**src/inc/mesf_pkg.sv**
```systemverilog
// Shared constants and types of the monitor error status flag bank
package mesf_pkg;
	// Register addresses, index 0..4 in flag storage order
	localparam int NREG = 5;
	localparam logic [7:0] ADDR_DIODE = 8'h43;
	localparam logic [7:0] ADDR_THROT = 8'h44;
	localparam logic [7:0] ADDR_INPUT = 8'h46;
	localparam logic [7:0] ADDR_FAN = 8'h47;
	localparam logic [7:0] ADDR_ZONE = 8'h48;
	localparam logic [NREG-1:0][7:0] ADDRS = {ADDR_ZONE, ADDR_FAN,
		ADDR_INPUT, ADDR_THROT, ADDR_DIODE};
	localparam int IDX_THROT = 1;
	localparam int IDX_INPUT = 2;
	localparam int IDX_FAN = 3;
	localparam int IDX_HOST = 4;
	localparam logic [7:0] RESET_VAL = 8'h00;
	// Implemented bits, reserved bits read as zero
	localparam logic [NREG-1:0][7:0] VALID = {8'h1F, 8'h0F, 8'hFF,
		8'hFF, 8'hDB};
	// Diode/voltage register field positions, and POS_REGHOT in the zone register
	localparam int POS_1B = 0;
	localparam int POS_2B = 1;
	localparam int POS_FUSE = 3;
	localparam int POS_VCORE = 4;
	localparam int POS_1A = 6;
	localparam int POS_2A = 7;
	localparam int POS_REGHOT = 4;
	// Throttle register: bit 7 is the user limit flag
	localparam int POS_LIMIT = 7;
	localparam logic [7:0] THR_SUM_MASK = 8'h80;
	// Throttle ratio in 1/256 units, 256 is full throttle
	localparam logic [8:0] THR_12P5 = 9'h020;
	localparam logic [8:0] THR_25 = 9'h040;
	localparam logic [8:0] THR_50 = 9'h080;
	localparam logic [8:0] THR_75 = 9'h0C0;
	localparam logic [8:0] THR_FULL = 9'h100;
	// Sleep masking: fixed and optional masks per state, 40 bits
	localparam logic [39:0] FIX_S1 = 40'h0000000000;
	localparam logic [39:0] OPT_S1 = 40'h000FFF0000;
	localparam logic [39:0] FIX_S3 = 40'h100000FF18;
	localparam logic [39:0] OPT_S3 = 40'h030FFF00C3;
	localparam logic [39:0] FIX_S45 = 40'h100F00FF18;
	localparam logic [39:0] OPT_S45 = 40'h0300FF00C3;
	typedef enum logic [3:0] {
		SLP_S0 = 4'b0001,
		SLP_S1 = 4'b0010,
		SLP_S3 = 4'b0100,
		SLP_S45 = 4'b1000
	} mesf_sleep_t;
	typedef struct packed {
		logic wr;
		logic rd;
		logic [7:0] addr;
		logic [7:0] wdata;
	} mesf_req_t;
endpackage : mesf_pkg

```
**src/verilog/mesf_bank.sv**
```systemverilog
// Sticky error status flag bank with summary and alert outputs
`timescale 1ns/1ps
// Overview of operation
// RQ1 - Separate fault flag per remote diode channel 1a, 1b, 2a, 2b.
// RQ2 - Fuse flag follows input eight only in the older regulator mode.
// RQ3 - Core-voltage flag sets when supply reading misses the requested code.
// RQ4 - Throttle-any flag sets for any nonzero throttling.
// RQ5 - Exactly one throttle bucket flag matching the measured ratio sets.
// RQ6 - Top throttle bit sets when ratio exceeds the user limit.
// RQ7 - Only the limit flag of throttle bits feeds the management summary.
// RQ8 - Each general pin flag sets when pin is low, unless masked.
// RQ9 - Fan flags set above tach limit; sleep masking per state.
// RQ10 - Host summary bit sets when any host group flag is set.
// RQ11 - Fixed throttle buckets never feed the host summary.
// RQ12 - Flags stay set until software clears them.
// RQ13 - Host flag with live condition survives a clear.
// RQ14 - Software clears a flag by writing one; zero leaves it.
// RQ15 - Sleep state suppresses listed flags, starred ones when selected.
// RQ16 - Zone flags set out of limits; zones 1, 2 optionally sleep masked.
// RQ17 - Regulator-hot flag bit four, masked in S3 and S4/5.
// RQ18 - Management summary bit sets when any management flag is set.
// RQ19 - Alert output follows management summary when alerting is enabled.
// RQ20 - Alert-standard mode adds clear on read for management flags.
// RQ21 - Masked flags clear despite live condition; unmasked ones do not.
// RQ22 - Reserved bits read zero, ignore writes; all registers reset zero.
// RQ23 - Summary bits recomputed every clock from eligible flags.
module mesf_bank #(
	parameter logic [7:0] VCORE_TOL = 8'h04
) (
	// Clock, reset, enable
	input logic i_mclk,
	input logic i_rst,
	input logic i_ce,
	// Register access from the serial interface engine
	input mesf_pkg::mesf_req_t i_req,
	output logic [7:0] o_reg_rdata_ff,
	// Configuration
	input logic i_asf_mode,
	input logic i_alert_en,
	input logic i_legacy_vid_mode,
	input mesf_pkg::mesf_sleep_t i_sleep_state,
	input logic [39:0] i_sel_s1,
	input logic [39:0] i_sel_s3,
	input logic [39:0] i_sel_s45,
	input logic [7:0] i_gpi_mask,
	// Device pins, asynchronous
	input logic [7:0] i_gpio_pin,
	input logic i_fuse_input_n,
	input logic i_regulator_overtemp_input_n,
	// Monitoring events from same-clock logic
	input logic [3:0] i_remote_fault,
	input logic i_adc_valid,
	input logic [7:0] i_core_supply_channel,
	input logic [7:0] i_cpu_voltage_request_code,
	input logic i_throttle_valid,
	input logic [8:0] i_throttle_ratio,
	input logic [8:0] i_throttle_limit,
	input logic [3:0][15:0] i_tach_count,
	input logic [3:0][15:0] i_tach_limit,
	input logic [3:0] i_zone_out,
	// Summaries
	output logic o_mgmt_summary_ff,
	output logic o_host_summary_ff,
	output logic o_alert_ff
);
	localparam int NR = mesf_pkg::NREG;
	logic [9:0] sync1_ff;
	logic [9:0] sync2_ff;
	logic [NR-1:0][7:0] flags_ff;
	logic [NR-1:0][7:0] nxt_flags;
	logic [NR-1:0][7:0] cond;
	logic [NR-1:0][7:0] ev;
	logic [NR-1:0][7:0] clr;
	logic [NR-1:0] hit;
	logic [39:0] mask_sleep;
	logic [7:0] rd_mux;
	logic [7:0] thr_vec;
	logic [5:0] bucket;
	logic [3:0] tach_over;
	logic [8:0] chan_x;
	logic [8:0] code_x;
	logic [8:0] tol_x;
	logic vcore_bad;
	logic fuse_ev;
	logic nxt_mgmt;
	logic nxt_host;
	logic in_s1;
	logic in_s3;
	logic in_s45;

	// Two-stage synchroniser for all pins
	always_ff @(posedge i_mclk)
	begin
		if (i_rst)
		begin
			sync1_ff <= 10'h3FF;
			sync2_ff <= 10'h3FF;
		end
		else if (i_ce)
		begin
			sync1_ff <= {i_regulator_overtemp_input_n, i_fuse_input_n,
				i_gpio_pin};
			sync2_ff <= sync1_ff;
		end
	end

	// Core supply against the requested level, outside tolerance
	assign chan_x = {1'b0, i_core_supply_channel};
	assign code_x = {1'b0, i_cpu_voltage_request_code};
	assign tol_x = {1'b0, VCORE_TOL};
	assign vcore_bad = i_adc_valid && ((chan_x > code_x + tol_x) ||
		(chan_x + tol_x < code_x)); // RQ3
	assign fuse_ev = ~sync2_ff[8] & i_legacy_vid_mode; // RQ2

	// Throttle buckets: one-hot by ratio range
	assign bucket[0] = (i_throttle_ratio != 9'h000) &&
		(i_throttle_ratio < mesf_pkg::THR_12P5); // RQ5
	assign bucket[1] = (i_throttle_ratio >= mesf_pkg::THR_12P5) &&
		(i_throttle_ratio < mesf_pkg::THR_25);
	assign bucket[2] = (i_throttle_ratio >= mesf_pkg::THR_25) &&
		(i_throttle_ratio < mesf_pkg::THR_50);
	assign bucket[3] = (i_throttle_ratio >= mesf_pkg::THR_50) &&
		(i_throttle_ratio < mesf_pkg::THR_75);
	assign bucket[4] = (i_throttle_ratio >= mesf_pkg::THR_75) &&
		(i_throttle_ratio < mesf_pkg::THR_FULL);
	assign bucket[5] = (i_throttle_ratio >= mesf_pkg::THR_FULL);
	assign thr_vec = i_throttle_valid ? {
		(i_throttle_ratio > i_throttle_limit), // RQ6
		bucket,
		(i_throttle_ratio != 9'h000)} : 8'h00; // RQ4

	genvar f;
	generate
		for (f = 0; f < 4; f++)
		begin : g_tach
			assign tach_over[f] = i_tach_count[f] > i_tach_limit[f]; // RQ9
		end
	endgenerate

	// Raw conditions per register
	// Fault inputs: bit0 1a, bit1 1b, bit2 2a, bit3 2b
	assign cond[0] = {i_remote_fault[2], i_remote_fault[0], 1'b0,
		vcore_bad, fuse_ev, 1'b0, i_remote_fault[3],
		i_remote_fault[1]}; // RQ1
	assign cond[1] = thr_vec;
	assign cond[2] = ~sync2_ff[7:0] & ~i_gpi_mask; // RQ8
	assign cond[3] = {4'h0, tach_over};
	assign cond[4] = {3'h0, ~sync2_ff[9], i_zone_out}; // RQ16 RQ17

	// Sleep masking: fixed entries always, starred ones when selected
	assign in_s1 = (i_sleep_state == mesf_pkg::SLP_S1);
	assign in_s3 = (i_sleep_state == mesf_pkg::SLP_S3);
	assign in_s45 = (i_sleep_state == mesf_pkg::SLP_S45);
	assign mask_sleep =
		({40{in_s1}} & (mesf_pkg::FIX_S1 | (mesf_pkg::OPT_S1 & i_sel_s1))) |
		({40{in_s3}} & (mesf_pkg::FIX_S3 | (mesf_pkg::OPT_S3 & i_sel_s3))) |
		({40{in_s45}} &
		(mesf_pkg::FIX_S45 | (mesf_pkg::OPT_S45 & i_sel_s45))); // RQ15

	genvar r;
	generate
		for (r = 0; r < NR; r++)
		begin : g_reg
			assign hit[r] = (i_req.addr == mesf_pkg::ADDRS[r]);
			assign ev[r] = cond[r] & ~mask_sleep[r*8 +: 8] &
				mesf_pkg::VALID[r]; // RQ22
			// Write one clears; read clears management group in ASF mode
			assign clr[r] = ({8{i_req.wr && hit[r]}} & i_req.wdata) |
				{8{i_asf_mode && i_req.rd && hit[r] &&
				(r != mesf_pkg::IDX_HOST)}}; // RQ14 RQ20
			// Live unmasked event wins over any clear
			assign nxt_flags[r] = (flags_ff[r] & ~clr[r]) | ev[r]; // RQ12 RQ13 RQ21
		end
	endgenerate

	assign rd_mux = ({8{hit[0]}} & flags_ff[0]) |
		({8{hit[1]}} & flags_ff[1]) | ({8{hit[2]}} & flags_ff[2]) |
		({8{hit[3]}} & flags_ff[3]) | ({8{hit[4]}} & flags_ff[4]);
	assign nxt_mgmt = (|flags_ff[0]) |
		(|(flags_ff[1] & mesf_pkg::THR_SUM_MASK)) |
		(|flags_ff[2]) | (|flags_ff[3]); // RQ7 RQ18 RQ23
	assign nxt_host = |flags_ff[mesf_pkg::IDX_HOST]; // RQ10 RQ11 RQ23

	always_ff @(posedge i_mclk)
	begin
		if (i_rst)
			flags_ff <= {NR{mesf_pkg::RESET_VAL}}; // RQ22
		else if (i_ce)
			flags_ff <= nxt_flags;
	end

	always_ff @(posedge i_mclk)
	begin
		if (i_rst)
		begin
			o_reg_rdata_ff <= 8'h00;
			o_mgmt_summary_ff <= 1'b0;
			o_host_summary_ff <= 1'b0;
			o_alert_ff <= 1'b0;
		end
		else if (i_ce)
		begin
			if (i_req.rd)
				o_reg_rdata_ff <= rd_mux;
			o_mgmt_summary_ff <= nxt_mgmt;
			o_host_summary_ff <= nxt_host;
			o_alert_ff <= nxt_mgmt & i_alert_en; // RQ19
		end
	end

	// Checks
	flag_hold_a: assert property (@(posedge i_mclk) disable iff (i_rst) // RQ13
		$past(i_ce) && !$past(i_rst) |->
		((flags_ff & $past(ev)) == $past(ev)))
		else $error("live event did not leave its flag set");
	sticky_bits_a: assert property (@(posedge i_mclk) disable iff (i_rst) // RQ12
		$past(i_ce) && !$past(i_rst) |->
		((($past(flags_ff) & ~flags_ff) & ~$past(clr)) == '0))
		else $error("flag dropped without a clear");
	mgmt_sum_a: assert property (@(posedge i_mclk) disable iff (i_rst) // RQ18
		$past(i_ce) && !$past(i_rst) |-> o_mgmt_summary_ff ==
		(|{$past(flags_ff[0]), $past(flags_ff[1][7]),
		$past(flags_ff[2]), $past(flags_ff[3])}))
		else $error("management summary mismatch");
	host_sum_a: assert property (@(posedge i_mclk) disable iff (i_rst) // RQ10
		$past(i_ce) && !$past(i_rst) |->
		o_host_summary_ff == (|$past(flags_ff[4])))
		else $error("host summary mismatch");
	alert_out_a: assert property (@(posedge i_mclk) disable iff (i_rst) // RQ19
		o_alert_ff |-> o_mgmt_summary_ff && $past(i_alert_en))
		else $error("alert without summary or enable");
	bucket_one_a: assert property (@(posedge i_mclk) disable iff (i_rst) // RQ5
		i_throttle_valid |-> $onehot0(bucket) &&
		((|bucket) == (i_throttle_ratio != 9'h000)))
		else $error("throttle bucket not unique");
	fuse_gate_a: assert property (@(posedge i_mclk) disable iff (i_rst) // RQ2
		$rose(flags_ff[0][mesf_pkg::POS_FUSE]) |->
		$past(i_legacy_vid_mode))
		else $error("fuse flag set outside legacy mode");
	fan_sleep_a: assert property (@(posedge i_mclk) disable iff (i_rst) // RQ9
		$past(i_sleep_state) == mesf_pkg::SLP_S45 && !$past(i_rst) |->
		((flags_ff[3] & ~$past(flags_ff[3])) == 8'h00))
		else $error("fan flag set in deep sleep");
	gpi_mask_a: assert property (@(posedge i_mclk) disable iff (i_rst) // RQ8
		!$past(i_rst) |->
		((flags_ff[2] & ~$past(flags_ff[2]) & $past(i_gpi_mask)) == 8'h00))
		else $error("masked input flag set");
	// Reserved positions never hold a one
	resv_zero_a: assert property (@(posedge i_mclk) disable iff (i_rst) // RQ22
		(flags_ff & ~mesf_pkg::VALID) == '0)
		else $error("reserved flag bit set");
	unmapped_rd_a: assert property (@(posedge i_mclk) disable iff (i_rst) // RQ22
		$past(i_ce) && $past(i_req.rd) && !$past(i_rst) &&
		$past(hit) == '0 |-> o_reg_rdata_ff == 8'h00)
		else $error("unmapped read not zero");
	thr_sum_a: assert property (@(posedge i_mclk) disable iff (i_rst) // RQ7
		$past(i_ce) && !$past(i_rst) && $past(flags_ff[0]) == 8'h00 &&
		!$past(flags_ff[1][7]) && $past(flags_ff[2]) == 8'h00 &&
		$past(flags_ff[3]) == 8'h00 |-> !o_mgmt_summary_ff)
		else $error("bucket flag raised the summary");
	diode_set_a: assert property (@(posedge i_mclk) disable iff (i_rst) // RQ1
		$past(i_ce) && !$past(i_rst) &&
		$past(i_sleep_state) == mesf_pkg::SLP_S0 |->
		(({flags_ff[0][mesf_pkg::POS_2B],
		flags_ff[0][mesf_pkg::POS_2A],
		flags_ff[0][mesf_pkg::POS_1B],
		flags_ff[0][mesf_pkg::POS_1A]} &
		$past(i_remote_fault)) == $past(i_remote_fault)))
		else $error("diode fault flag missed");
	limit_set_a: assert property (@(posedge i_mclk) disable iff (i_rst) // RQ6
		$past(i_ce) && !$past(i_rst) && $past(i_throttle_valid) &&
		$past(i_sleep_state) == mesf_pkg::SLP_S0 &&
		$past(i_throttle_ratio) > $past(i_throttle_limit) |->
		flags_ff[1][mesf_pkg::POS_LIMIT])
		else $error("throttle limit flag missed");
	thr_any_a: assert property (@(posedge i_mclk) disable iff (i_rst) // RQ4
		$past(i_ce) && !$past(i_rst) && $past(i_throttle_valid) &&
		$past(i_sleep_state) == mesf_pkg::SLP_S0 &&
		$past(i_throttle_ratio) != 9'h000 |-> flags_ff[1][0])
		else $error("throttle event flag missed");
	fan_set_a: assert property (@(posedge i_mclk) disable iff (i_rst) // RQ9
		$past(i_ce) && !$past(i_rst) &&
		$past(i_sleep_state) == mesf_pkg::SLP_S0 |->
		((flags_ff[3][3:0] & $past(tach_over)) == $past(tach_over)))
		else $error("fan flag missed");
	gpi_set_a: assert property (@(posedge i_mclk) disable iff (i_rst) // RQ8
		$past(i_ce) && !$past(i_rst) &&
		$past(i_sleep_state) == mesf_pkg::SLP_S0 |->
		((flags_ff[2] | $past(sync2_ff[7:0]) | $past(i_gpi_mask)) ==
		8'hFF))
		else $error("low input pin not flagged");
	zone_live_a: assert property (@(posedge i_mclk) disable iff (i_rst) // RQ16
		$past(i_ce) && !$past(i_rst) |->
		((flags_ff[4][3:2] & $past(i_zone_out[3:2])) ==
		$past(i_zone_out[3:2])))
		else $error("zone flag missed");
	reg_hot_a: assert property (@(posedge i_mclk) disable iff (i_rst) // RQ17
		!$past(i_rst) && ($past(i_sleep_state) == mesf_pkg::SLP_S3 ||
		$past(i_sleep_state) == mesf_pkg::SLP_S45) |->
		!$rose(flags_ff[4][mesf_pkg::POS_REGHOT]))
		else $error("regulator flag set in sleep");
	host_rd_a: assert property (@(posedge i_mclk) disable iff (i_rst) // RQ12
		$past(i_ce) && !$past(i_rst) && !$past(i_req.wr) |->
		(($past(flags_ff[4]) & ~flags_ff[4]) == 8'h00))
		else $error("host flag cleared without a write");
	rd_keep_a: assert property (@(posedge i_mclk) disable iff (i_rst) // RQ20
		$past(i_ce) && !$past(i_rst) && !$past(i_asf_mode) &&
		!$past(i_req.wr) |-> (($past(flags_ff) & ~flags_ff) == '0))
		else $error("flag cleared by read outside alert mode");
	asf_clr_a: assert property (@(posedge i_mclk) disable iff (i_rst) // RQ20
		$past(i_ce) && !$past(i_rst) && $past(i_asf_mode) &&
		$past(i_req.rd) && $past(hit[0]) && $past(ev[0]) == 8'h00 |->
		flags_ff[0] == 8'h00)
		else $error("read did not clear in alert mode");
endmodule : mesf_bank

```
**config.mk**
```make
export PLATFORM = sky130hd
export DESIGN_NAME = mesf_bank
export DESIGN_NICKNAME = d
export VERILOG_FILES = /design/src/inc/mesf_pkg.sv /design/src/verilog/mesf_bank.sv
export SDC_FILE = /design/constraint.sdc
export NUM_CORES = 1
export LEC_CHECK = 0
export ABC_CLOCK_PERIOD_IN_PS = 1500
export BUFFER_PORTS_ARGS = -buffer_cell sky130_fd_sc_hd__buf_4
export CORE_AREA = 2 2 135 137
export DETAILED_ROUTE_END_ITERATION = 7
export DIE_AREA = 0 0 137 139
export MAX_ROUTING_LAYER = met4
export PLACE_DENSITY = 0.68
export SETUP_SLACK_MARGIN = 0.15
export SYNTH_ARGS = -nofsm -noshare
export SYNTH_HDL_FRONTEND = slang
export SYNTH_SLANG_ARGS = --single-unit
```
**constraint.sdc**
```tcl
create_clock -name i_mclk -period 1.5 [get_ports i_mclk]
set_input_delay 0 -clock i_mclk [delete_from_list [all_inputs] [get_ports i_mclk]]
set_output_delay 0 -clock i_mclk [all_outputs]
set_load 0.02 [all_outputs]
```
After elaboration in Yosys (flattened, before gate mapping). Cells that the tools add are included.

Add/subtract/negate cells: 2. Multiply operators: 0. Divide/modulo/power cells: 0. $lt $le $gt $ge: 17. Equality and inequality tests: 8. Shifts and indexed selects: 0. Mux-type cells: 1. Bitwise operators: 58. Reduce and logical (&&, ||, !) cells: 23.

Operators by type and width (number): $and 8x8->8 (19); $or 8x8->8 (11); $not 8->8 (10); $and 37x37->37 (2); $or 37x37->37 (2); $gt 16x16->1 (4); $eq 8x7->1 const B (5); $and 37x28->37 (1); $reduce_or 8->1 (4); $add 8x3->9 const B (2); $ge 9x8->1 const B (2); $lt 9x8->1 const B (2); $logic_and 1x1->1 (16); $ge 9x6->1 const B (1); $ge 9x7->1 const B (1); $ge 9x9->1 const B (1); $gt 8x9->1 (1); $gt 9x9->1 (1); $lt 9x6->1 const B (1); $lt 9x7->1 const B (1); $lt 9x8->1 (1); $lt 9x9->1 const B (1); $reduce_bool 9->1 (1); $mux 8 (1); 14 further kinds (18).

Register bits after elaboration: 71. Bits in latches: 0. RAM bits: 0. Memory bits (read-only): 0. Bits of input ports: 338. Output and inout bits: 11. Logic and storage cells: 120. Memories kept: 0.

Depth between registers and ports, before layout. Gate-level depths: netlist of run 1.

Depth after elaboration: 7. Gate-level depth with buffers: 9. Depth with buffers taken out: 9.

Worst setup path before layout of run 1. OpenSTA, ideal clock, no wires.

Kind: input to register. Start point: input i_cpu_voltage_request_code[2]. End point: register flags_ff[4] in the netlist's numbering. Library setup time: 137 ps. Data arrival time: 1298 ps. Data required time: 1363 ps. Setup slack: 65 ps. Cell stages on the path: 9. Path buffers: 0. Cell sequence: ha_1 nand3_1 xnor2_1 ha_1 nand3_1 nor2_1 o21a_1 o311ai_0 o211ai_1.

Longest elaborated chain between the ends: 6. Elaborated cells between the ends (all ways): 7. Classes of those cells: add/sub (1); order compare (2); bitwise (2); reduce/logical (2).

RTL lines: start, declared (line mesf_bank.sv:54) `input logic [7:0] i_cpu_voltage_request_code,`; $add 8x3->9 (line mesf_bank.sv:111) `assign vcore_bad = i_adc_valid && ((chan_x > code_x + tol_x) ||`; $gt 8x9->1 (line mesf_bank.sv:111); $logic_or 1x1->1 * (line mesf_bank.sv:111); $logic_and 1x1->1 * (line mesf_bank.sv:111); $and 8x8->8 * (line mesf_bank.sv:165) `assign ev[r] = cond[r] & ~mask_sleep[r*8 +: 8] &`; $or 8x8->8 * (line mesf_bank.sv:172) `assign nxt_flags[r] = (flags_ff[r] & ~clr[r]) | ev[r];`; end signal, assigned (line mesf_bank.sv:187) `flags_ff <= {NR{mesf_pkg::RESET_VAL}};`; end signal, assigned (line mesf_bank.sv:189) `flags_ff <= nxt_flags;`; end, declared (line mesf_bank.sv:69) `logic [NR-1:0][7:0] flags_ff;`.

Every way passes the cells marked *; elsewhere a longest branch is shown, timed or not. A chain may end at the register's enable or synchronous reset.

Final worst setup path of run 1.
Start point: input i_cpu_voltage_request_code[3]. End point: register flags_ff[4] in the netlist's numbering.

The elaborated chain is that of the path after synthesis.

==> results of run 1 <==
[routing by layer]
metal	part of all wire, %	vias to the layer above
met5	0	-
met4	1.5	0
met2	48	250
li1	-	3376
met3	8.0	24
met1	43	3060
[timing repair]
| action | 4_1_cts | 5_1_grt |
|---|---|---|
| hold endpoints to repair | 26 | 0 |
| resized for setup | 0 | 9 |
| endpoints found under the setup margin | 0 | 5 |
| hold buffers | 27 | 0 |
[synth_stat cells, types with 4 or more instances]
master	count	area [um2]
sky130_fd_sc_hd__dfxtp_1	71	1420
sky130_fd_sc_hd__nor4_1	12	75.1
sky130_fd_sc_hd__nand3_1	31	155
sky130_fd_sc_hd__nand4_1	18	113
sky130_fd_sc_hd__a21oi_1	77	385
sky130_fd_sc_hd__a22oi_1	20	150
sky130_fd_sc_hd__nor2_1	43	161
sky130_fd_sc_hd__o21ai_0	30	150
sky130_fd_sc_hd__ha_1	89	1110
sky130_fd_sc_hd__mux2i_1	8	80.1
sky130_fd_sc_hd__nand2b_1	8	50.1
sky130_fd_sc_hd__nor2b_1	28	175
sky130_fd_sc_hd__inv_1	91	342
sky130_fd_sc_hd__nor3b_1	8	60.1
sky130_fd_sc_hd__buf_1	4	15.0
sky130_fd_sc_hd__a221o_1	4	40.0
sky130_fd_sc_hd__clkbuf_1	17	63.8
sky130_fd_sc_hd__o2111ai_1	8	70.1
sky130_fd_sc_hd__a211oi_1	6	45.0
sky130_fd_sc_hd__nand2_1	49	184
sky130_fd_sc_hd__o211ai_1	12	90.1
sky130_fd_sc_hd__a31oi_1	10	62.6
sky130_fd_sc_hd__nor3_2	8	80.1
sky130_fd_sc_hd__a211o_1	22	193
sky130_fd_sc_hd__buf_2	8	40.0
sky130_fd_sc_hd__a21o_1	5	37.5
sky130_fd_sc_hd__o221a_1	6	67.6
sky130_fd_sc_hd__xnor2_1	8	70.1
sky130_fd_sc_hd__o21a_1	4	30.0
sky130_fd_sc_hd__nor3_1	7	35.0
sky130_fd_sc_hd__o32ai_1	4	35.0
[layout make-up]
class | instances | area (um2) | share of cell area [%]
Sequential cell | 71 | 1420 | 15.7
Multi-Input combinational cell | 560 | 4090 | 45.2
Antenna cell | 1 | 2.50 | 0.0276
Clock inverter | 5 | 80.1 | 0.885
Timing Repair Buffer | 331 | 2580 | 28.5
Clock buffer | 11 | 253 | 2.79
Inverter | 91 | 342 | 3.77
Tap cell | 229 | 287 | 3.17
[power groups by stage]
stage | Sequential, mW | Combinational [mW] | Clock (mW)
2_1_floorplan | 2.10 | 0.815 | 0
3_3_place_gp | 2.10 | 1.70 | 0
3_5_place_dp | 2.10 | 1.72 | 0
4_1_cts | 2.06 | 1.79 | 2.40
5_1_grt | 2.08 | 2.00 | 2.48
6_report | 2.07 | 1.80 | 2.36
[registers in the layout, summed over array words and instances (netlist names)]
signal	flops
flags_ff	40
sync1_ff	10
sync2_ff	10
o_reg_rdata_ff	8
o_alert_ff	1
o_host_summary_ff	1
o_mgmt_summary_ff	1
[worst min path at each step]
stage,endpoint,cells past startpoint
after floorplan,sync1_ff[0]$_SDFFE_PP1P_,1
after global placement,sync1_ff[3]$_SDFFE_PP1P_,2
after detailed placement,sync1_ff[9]$_SDFFE_PP1P_,2
after CTS,flags_ff[3]$_SDFFE_PP0P_,3
after global routing,flags_ff[18]$_SDFFE_PP0P_,4
final,flags_ff[21]$_SDFFE_PP0P_,4
[worst max-delay path, delay by kind of cell]
kind                       cells  cell delay [ns]
AOI/OAI and AO/OA              4             0.63
adders and majority gates      2             0.48
xor gates and xnor gates       1             0.14
buffers and inverters          1             0.10
and+or+nand+nor                1             0.10
[through the flow]
step	area [um2]	utilization (%)
2_1_floorplan	5950	-
3_3_place_gp	8400	47.6
3_5_place_dp	8400	47.6
4_1_cts	9000	51.0
5_1_grt	9050	51.3
6_report	9050	51.3
[cell families (layout without fill, tap and decap cells)]
family          after synthesis  in the layout  synth area share (%)
flops                        71             71                  23.9
buf+inv                     123            438                  8.46
fa+ha+maj                    89             89                  18.7
other cells                   0              1                     0
mux                           8              8                  1.35
simple gates                230            230                  20.7
compound gates              224            224                  25.5
xor+xnor                      9              9                  1.33
==> impl_metrics.yaml, run 1 <==
run_status:
  status: "finished, final reports clean"
floorplanning:
  floorplan.die.width_um: 137
  rows: 49
  coreArea_mm2: 0.0177
  area_of_the_die_mm2: 0.0190
  boundaryPins: 349
  chipHeight_um: 139
  initial_core_util_pct: 33.7
synthesis:
  mappedNetlistNets: 1181
  netlist_instances: 754
  synth-seq-area-share_pct: 23.9
  flip_flop_cell_with_the_highest_count_after_synthesis: "sky130_fd_sc_hd__dfxtp_1"
  flip_flop_and_latch_count_after_synthesis: 71
  ys.warnings.count: 0
  synth_edf_count: 0
  postSynth.asyncResetShare_pct: 0
  syn-cell-area_mm2: 0.00595
  mapped_avg_cell_area_um2: 7.89
  yosysUniqueCellTypes: 57
place:
  place.port_buffers: 272
  place_ws_ns: -0.143
  place_congestion: 0.893
  hpwl_mm: 17.9
  number_of_cells_in_the_design_after_placement: 1255
routing:
  initialDrtViolationCount: 445
  vias: 6710
  drt_first_pass_iters: 5
  route.final.wire_length_mm: 21.5
  drc_errors: 0
  route.detailed.vias_per_inst: 5.17
  wire_per_inst_um: 16.6
  drtAntennaViolNets: 0
power:
  p_per_area_mw_per_mm2: 687
  comb_power_share_pct: 28.9
  p_leak_nw: 4.33
  ir_drop_v: 0.000611
  share_of_power_burned_in_the_clock_network_pct: 37.9
  net_switching_fraction_of_the_power_pct: 27.4
  internal_power_mw: 4.52
  power.switching_mw: 1.70
  power.share.sequential_pct: 33.2
  post-layout-total-power_mw: 6.22
critical_path:
  worst-setup-path-type: "in -> reg"
  worst_path_largest_cell_delay_ns: 0.29
  critical_path_required_ns: 1.70
  worst_r2r_startpoint: "flags_ff[0]$_SDFFE_PP0P_"
  crit_chain: "buf_4 > ha_2 > nand3_2 > xnor2_2 > ha_1 > a21oi_1 > o22ai_1 > o311ai_1 > o211ai_1"
  worst_setup_path_end_kind: "flip-flop"
  worst_setup_path_endpoint: "flags_ff[4]$_SDFFE_PP0P_"
  endpoint_of_the_worst_register_to_register_path: "o_alert_ff$_SDFFE_PP0P_"
  startpoint: "i_cpu_voltage_request_code[3]"
  arrival_ns: 1.45
  crit_path_max_fanout: 4
  startpoint_type: "input pin"
  cells_on_worst_reg2reg_path: 4
  cp_slowest_cell: "sky130_fd_sc_hd__ha_1"
  setup.reg_to_reg.worst_slack_ns: 0.28
grt:
  gr-usage-met2_pct: 37.9
  grt_util_all_layers_pct: 22.7
  first_global_vias: 6547
  groute.layer.met3.usage_pct: 4.93
  grt_util_met1_pct: 27.7
  grt_pass1_wl_mm: 32.9
  maximum_number_of_pins_on_one_net_before_global_route_repair: 72
  antenna_found_initial: 1
  remaining_global_route_overflow: 0
  top_usage_layer: "met2"
final_layout:
  share_of_final_layout_standard_cells_stronger_than_drive_strength_1_pct: 32.8
  synthToLayoutAreaGrowth_pct: 52.2
  layout.filler_cells: 1739
  layout_common_cells: "302 x sky130_fd_sc_hd__buf_4, 91 x sky130_fd_sc_hd__inv_1, 88 x sky130_fd_sc_hd__ha_1"
  fin_nets: 1491
  most_frequent_standard_cell_in_the_layout_excluding_fill_and_tap_cells: "sky130_fd_sc_hd__buf_4"
  stdcell_count: 1299
timing:
  final_min_period_over_clock_period_pct: 83.2
  max_clock_skew_ns: 0.00541
  fmax_ghz: 0.801
  worst_slew_pin_slew_ns: 0.518
  slew_violations: 0
  final_critical_path_setup_slack_ns: 0.252
  report.final.hold_viol_count: 0
  fin_crit_ns: 1.25
  hold_slack_ns: 0.00262
  finalSetupViolations: 0
  finalSetupTns_ns: 0
  setup_repair_after_global_routing_missed_its_margin: "yes"
  max_slew_margin_pct: 65.4
clocking:
  cts_root_buf: "sky130_fd_sc_hd__clkbuf_16"
  max_clock_buf_depth: 2
  clock_sink_count: 71
  cts.clk_slew.worst_paths_ns: 0.06
  postCtsSetupRepairBufs: 0
  tritoncts: "yes"
  h_tree_lvls: 3
  cts_made_buffers: 9
  clkLatencyLatePin_ns: 0.34
flow_run:
  drv_cap: 0
min_path:
  timing.hold.worst.class: "in -> reg"
  hp-start: "i_sel_s3[21]"
Note: power is estimated with default switching activity, not from simulation.
==> run 2, diff against run 1 <==
--- a/config.mk
+++ b/config.mk
@@ -5,13 +5,14 @@
 export SDC_FILE = /design/constraint.sdc
 export NUM_CORES = 1
 export LEC_CHECK = 0
-export ABC_CLOCK_PERIOD_IN_PS = 1500
+export ABC_AREA = 1
+export ABC_CLOCK_PERIOD_IN_PS = 1200
 export BUFFER_PORTS_ARGS = -buffer_cell sky130_fd_sc_hd__buf_4
-export CORE_AREA = 2 2 135 137
+export CORE_AREA = 2 2 134 136
 export DETAILED_ROUTE_END_ITERATION = 7
-export DIE_AREA = 0 0 137 139
+export DIE_AREA = 0 0 136 138
 export MAX_ROUTING_LAYER = met4
-export PLACE_DENSITY = 0.68
+export PLACE_DENSITY = 0.67
 export SETUP_SLACK_MARGIN = 0.15
 export SYNTH_ARGS = -nofsm -noshare
 export SYNTH_HDL_FRONTEND = slang
==> constraint.sdc (replaced) <==
create_clock -name i_mclk -period 1.2 [get_ports i_mclk]
set_input_delay 0 -clock i_mclk [delete_from_list [all_inputs] [get_ports i_mclk]]
set_output_delay 0 -clock i_mclk [all_outputs]
set_load 0.02 [all_outputs]
==> run 2 against run 1 <==
Area after synthesis increased by 2.5%. Total power grew 23%. Largest cell class unchanged. Clock-buffer cell count fell by 2. Non-clock buffer count grew 54. Cell count increased by 19%. Largest power group unchanged. Highest routed layer unchanged.
==> impl_metrics.yaml, run 2 <==
run_status:
  status: "finished, final reports clean"
synthesis:
  ys_top_cells_by_count: "214 x sky130_fd_sc_hd__nand2_1, 151 x sky130_fd_sc_hd__inv_1, 89 x sky130_fd_sc_hd__ha_1"
  synth-seq-area-share_pct: 23.3
  synthDominantCellAreaShare_pct: 23.3
  syn-cell-area_mm2: 0.00609
  yosysUniqueCellTypes: 35
  mappedNetlistNets: 1363
  synth_edf_count: 0
  ys.warnings.count: 0
  synth_top_cell_by_area: "sky130_fd_sc_hd__dfxtp_1"
  mapped_avg_cell_area_um2: 6.51
  yosys.cell_count.top_type: "sky130_fd_sc_hd__nand2_1"
  flip_flop_and_latch_count_after_synthesis: 71
  synth.top_cells.by_area: "sky130_fd_sc_hd__dfxtp_1 23%, sky130_fd_sc_hd__ha_1 18%, sky130_fd_sc_hd__nand2_1 13%"
  postSynth.asyncResetShare_pct: 0
  netlist_instances: 936
  flip_flop_cell_with_the_highest_count_after_synthesis: "sky130_fd_sc_hd__dfxtp_1"
grt:
  gr-usage-met2_pct: 39.2
  top_usage_layer: "met2"
  remaining_global_route_overflow: 0
  grt_util_met1_pct: 30.8
  groute.layer.met3.usage_pct: 5.10
  maximum_number_of_pins_on_one_net_before_global_route_repair: 29
  antenna_found_initial: 0
  grt_util_all_layers_pct: 24.3
  first_global_vias: 7182
  grt_pass1_wl_mm: 35.2
routing:
  vias: 7527
  route.final.wire_length_mm: 22.7
  drtAntennaViolNets: 0
  route.detailed.vias_per_inst: 4.88
  wire_per_inst_um: 14.7
  initialDrtViolationCount: 470
  drt_first_pass_iters: 6
  drc_errors: 0
critical_path:
  worst_r2r_startpoint: "flags_ff[0]$_SDFFE_PP0P_"
  startpoint_type: "input pin"
  endpoint_of_the_worst_register_to_register_path: "o_mgmt_summary_ff$_SDFFE_PP0P_"
  worst-setup-path-type: "in -> reg"
  worst_setup_path_end_kind: "flip-flop"
  setup.reg_to_reg.worst_slack_ns: 0.08
  arrival_ns: 1.42
  critical_path_required_ns: 1.42
  crit_top_cell: "sky130_fd_sc_hd__nand2_1"
  crit_path_max_fanout: 3
  worst_path_largest_cell_delay_ns: 0.32
  startpoint: "i_cpu_voltage_request_code[3]"
  crit_chain: "buf_8 > ha_4 > nand2_2 > nor2_2 > xor2_1 > ha_1 > a21o_1 > a21oi_1 > nand2_1 > nand2_1 > nand2_1 > nand2_1 > a21oi_2"
  worst_setup_path_endpoint: "flags_ff[4]$_SDFFE_PP0P_"
  cp_slowest_cell: "sky130_fd_sc_hd__ha_1"
  cells_on_worst_reg2reg_path: 6
clocking:
  clock_sink_count: 71
  cts_made_buffers: 9
  clkLatencyLatePin_ns: 0.34
  tritoncts: "yes"
  max_clock_buf_depth: 2
  h_tree_lvls: 3
  cts_root_buf: "sky130_fd_sc_hd__clkbuf_16"
  cts.clk_slew.worst_paths_ns: 0.06
place:
  place_ws_ns: -0.425
  place_congestion: 0.922
  hpwl_mm: 18.4
  place.port_buffers: 272
flow_run:
  drv_cap: 0
final_layout:
  most_frequent_standard_cell_in_the_layout_excluding_fill_and_tap_cells: "sky130_fd_sc_hd__buf_4"
  fin_nets: 1735
  regMostFlops: "flags_ff"
  synthToLayoutAreaGrowth_pct: 60.6
  layout_common_cells: "328 x sky130_fd_sc_hd__buf_4, 213 x sky130_fd_sc_hd__nand2_1, 143 x sky130_fd_sc_hd__inv_1"
  largest_reg_flops: 40
  antennaDiodeCount: 0
  post-route-util_pct: 55.8
  share_of_final_layout_standard_cells_stronger_than_drive_strength_1_pct: 31.8
  biggestRegsByFlops: "flags_ff (40), sync1_ff (10), sync2_ff (10)"
floorplanning:
  initial_core_util_pct: 34.8
  coreArea_mm2: 0.0175
  boundaryPins: 349
  chipHeight_um: 138
  rows: 49
  area_of_the_die_mm2: 0.0188
  floorplan.die.width_um: 136
timing:
  worst_slew_pin_slew_ns: 0.348
  max_slew_margin_pct: 76.6
  slew_violations: 0
  final_min_period_over_clock_period_pct: 99.7
  fmax_ghz: 0.836
  finalSetupViolations: 0
  report.final.hold_viol_count: 0
  fin_crit_ns: 1.20
  final_critical_path_setup_slack_ns: 0.00345
  setup_repair_after_global_routing_missed_its_margin: "yes"
  max_clock_skew_ns: 0.00649
  finalSetupTns_ns: 0
min_path:
  timing.hold.worst.class: "in -> reg"
power:
  power.share.sequential_pct: 33.5
  ir_drop_v: 0.000751
  share_of_power_burned_in_the_clock_network_pct: 35.3
  net_switching_fraction_of_the_power_pct: 29.5
  p_per_area_mw_per_mm2: 784
  internal_power_mw: 5.41
  p_leak_nw: 5.03
  comb_power_share_pct: 31.1
  power.switching_mw: 2.26
-- run 2: cell types whose count changed in the layout (fill, tap and decap cells not counted), moves of 10 or more --
cell	change
sky130_fd_sc_hd__o21ai_1	+10
sky130_fd_sc_hd__nor2_1	+12
sky130_fd_sc_hd__dlygate4sd3_1	+22
sky130_fd_sc_hd__nand2_1	+164
sky130_fd_sc_hd__inv_1	+52
sky130_fd_sc_hd__a22oi_1	-20
sky130_fd_sc_hd__nor2b_1	-28
sky130_fd_sc_hd__inv_2	+16
sky130_fd_sc_hd__a211o_1	-22
sky130_fd_sc_hd__buf_4	+26
sky130_fd_sc_hd__nand3_1	+49
-- run 2: through the flow --
stage | power (mW) | cell area, um2 | instances | hold WS, ns
after floorplan | 3.63 | 6130 | 936 | 0.126
after global placement | 4.77 | 8830 | 1474 | 0.211
after detailed placement | 4.80 | 8830 | 1474 | 0.215
after CTS | 7.67 | 9670 | 1539 | 0.000370
after global routing | 8.12 | 9790 | 1542 | 0.00692
final | 7.67 | 9790 | 1542 | 0.00351
-- run 2: cells by family (layout without fill, tap and decap cells) --
logic type	count (synthesis)	count (layout)	synth area share [%]
adder cells (fa/ha/maj)	89	89	18.3
flip-flops	71	71	23.3
buffers and inverters	183	560	11.9
AO/OA/AOI/OAI	143	143	12.3
AND/OR/NAND/NOR	442	442	33.0
XOR/XNOR	8	8	1.15
-- run 2: worst min path at each step --
stage / slack [ns] / startpoint / endpoint / cells past startpoint
CTS: 0.0004 / i_throttle_ratio[6] / flags_ff[11]$_SDFFE_PP0P_ / 3
floorplan: 0.13 / i_gpio_pin[0] / sync1_ff[0]$_SDFFE_PP1P_ / 2
global placement: 0.21 / i_gpio_pin[0] / sync1_ff[0]$_SDFFE_PP1P_ / 3
global route: 0.007 / i_sel_s3[33] / flags_ff[33]$_SDFFE_PP0P_ / 4
detailed placement: 0.22 / i_gpio_pin[3] / sync1_ff[3]$_SDFFE_PP1P_ / 3
finish: 0.004 / i_sel_s3[33] / flags_ff[33]$_SDFFE_PP0P_ / 4
-- run 2: cell type report --
class | count | area, um2
Sequential cell | 71 | 1430
Fill cell | 1689 | 7750
Multi-Input combinational cell | 682 | 4090
Timing Repair Buffer | 385 | 3080
Inverter | 159 | 597
Clock buffer | 9 | 225
Tap cell | 229 | 287
Clock inverter | 7 | 81.3
-- run 2: worst max-delay path, delay by kind of cell --
kind	cells	cell delay (ns)
buf+inv	1	0.10
fa+ha+maj	2	0.47
compound gates	3	0.33
simple gates	6	0.36
xor+xnor	1	0.15
-- run 2: what timing repair did --
item | in CTS | in global routing
hold endpoints to repair | 30 | 0
gates resized for setup | 17 | 34
hold buffers | 49 | 0
pin swaps | 16 | 23
setup endpoints to repair | 3 | 37
gates cloned | 0 | 0
setup buffers | 0 | 3
-- run 2: routing by layer --
metal | wire, um | up-vias
met2 | 10400 | 291
met4 | 536 | 0
met5 | 0 | -
met3 | 2030 | 34
li1 | - | 3833
met1 | 9720 | 3369
-- run 2: power by group through the flow --
stage | Sequential (mW) | Combinational (mW) | Clock [mW]
floorplan | 2.62 | 1.02 | 0
CTS | 2.57 | 2.35 | 2.75
global placement | 2.61 | 2.16 | 0
global route | 2.59 | 2.67 | 2.87
detailed placement | 2.61 | 2.19 | 0
finish | 2.57 | 2.39 | 2.71
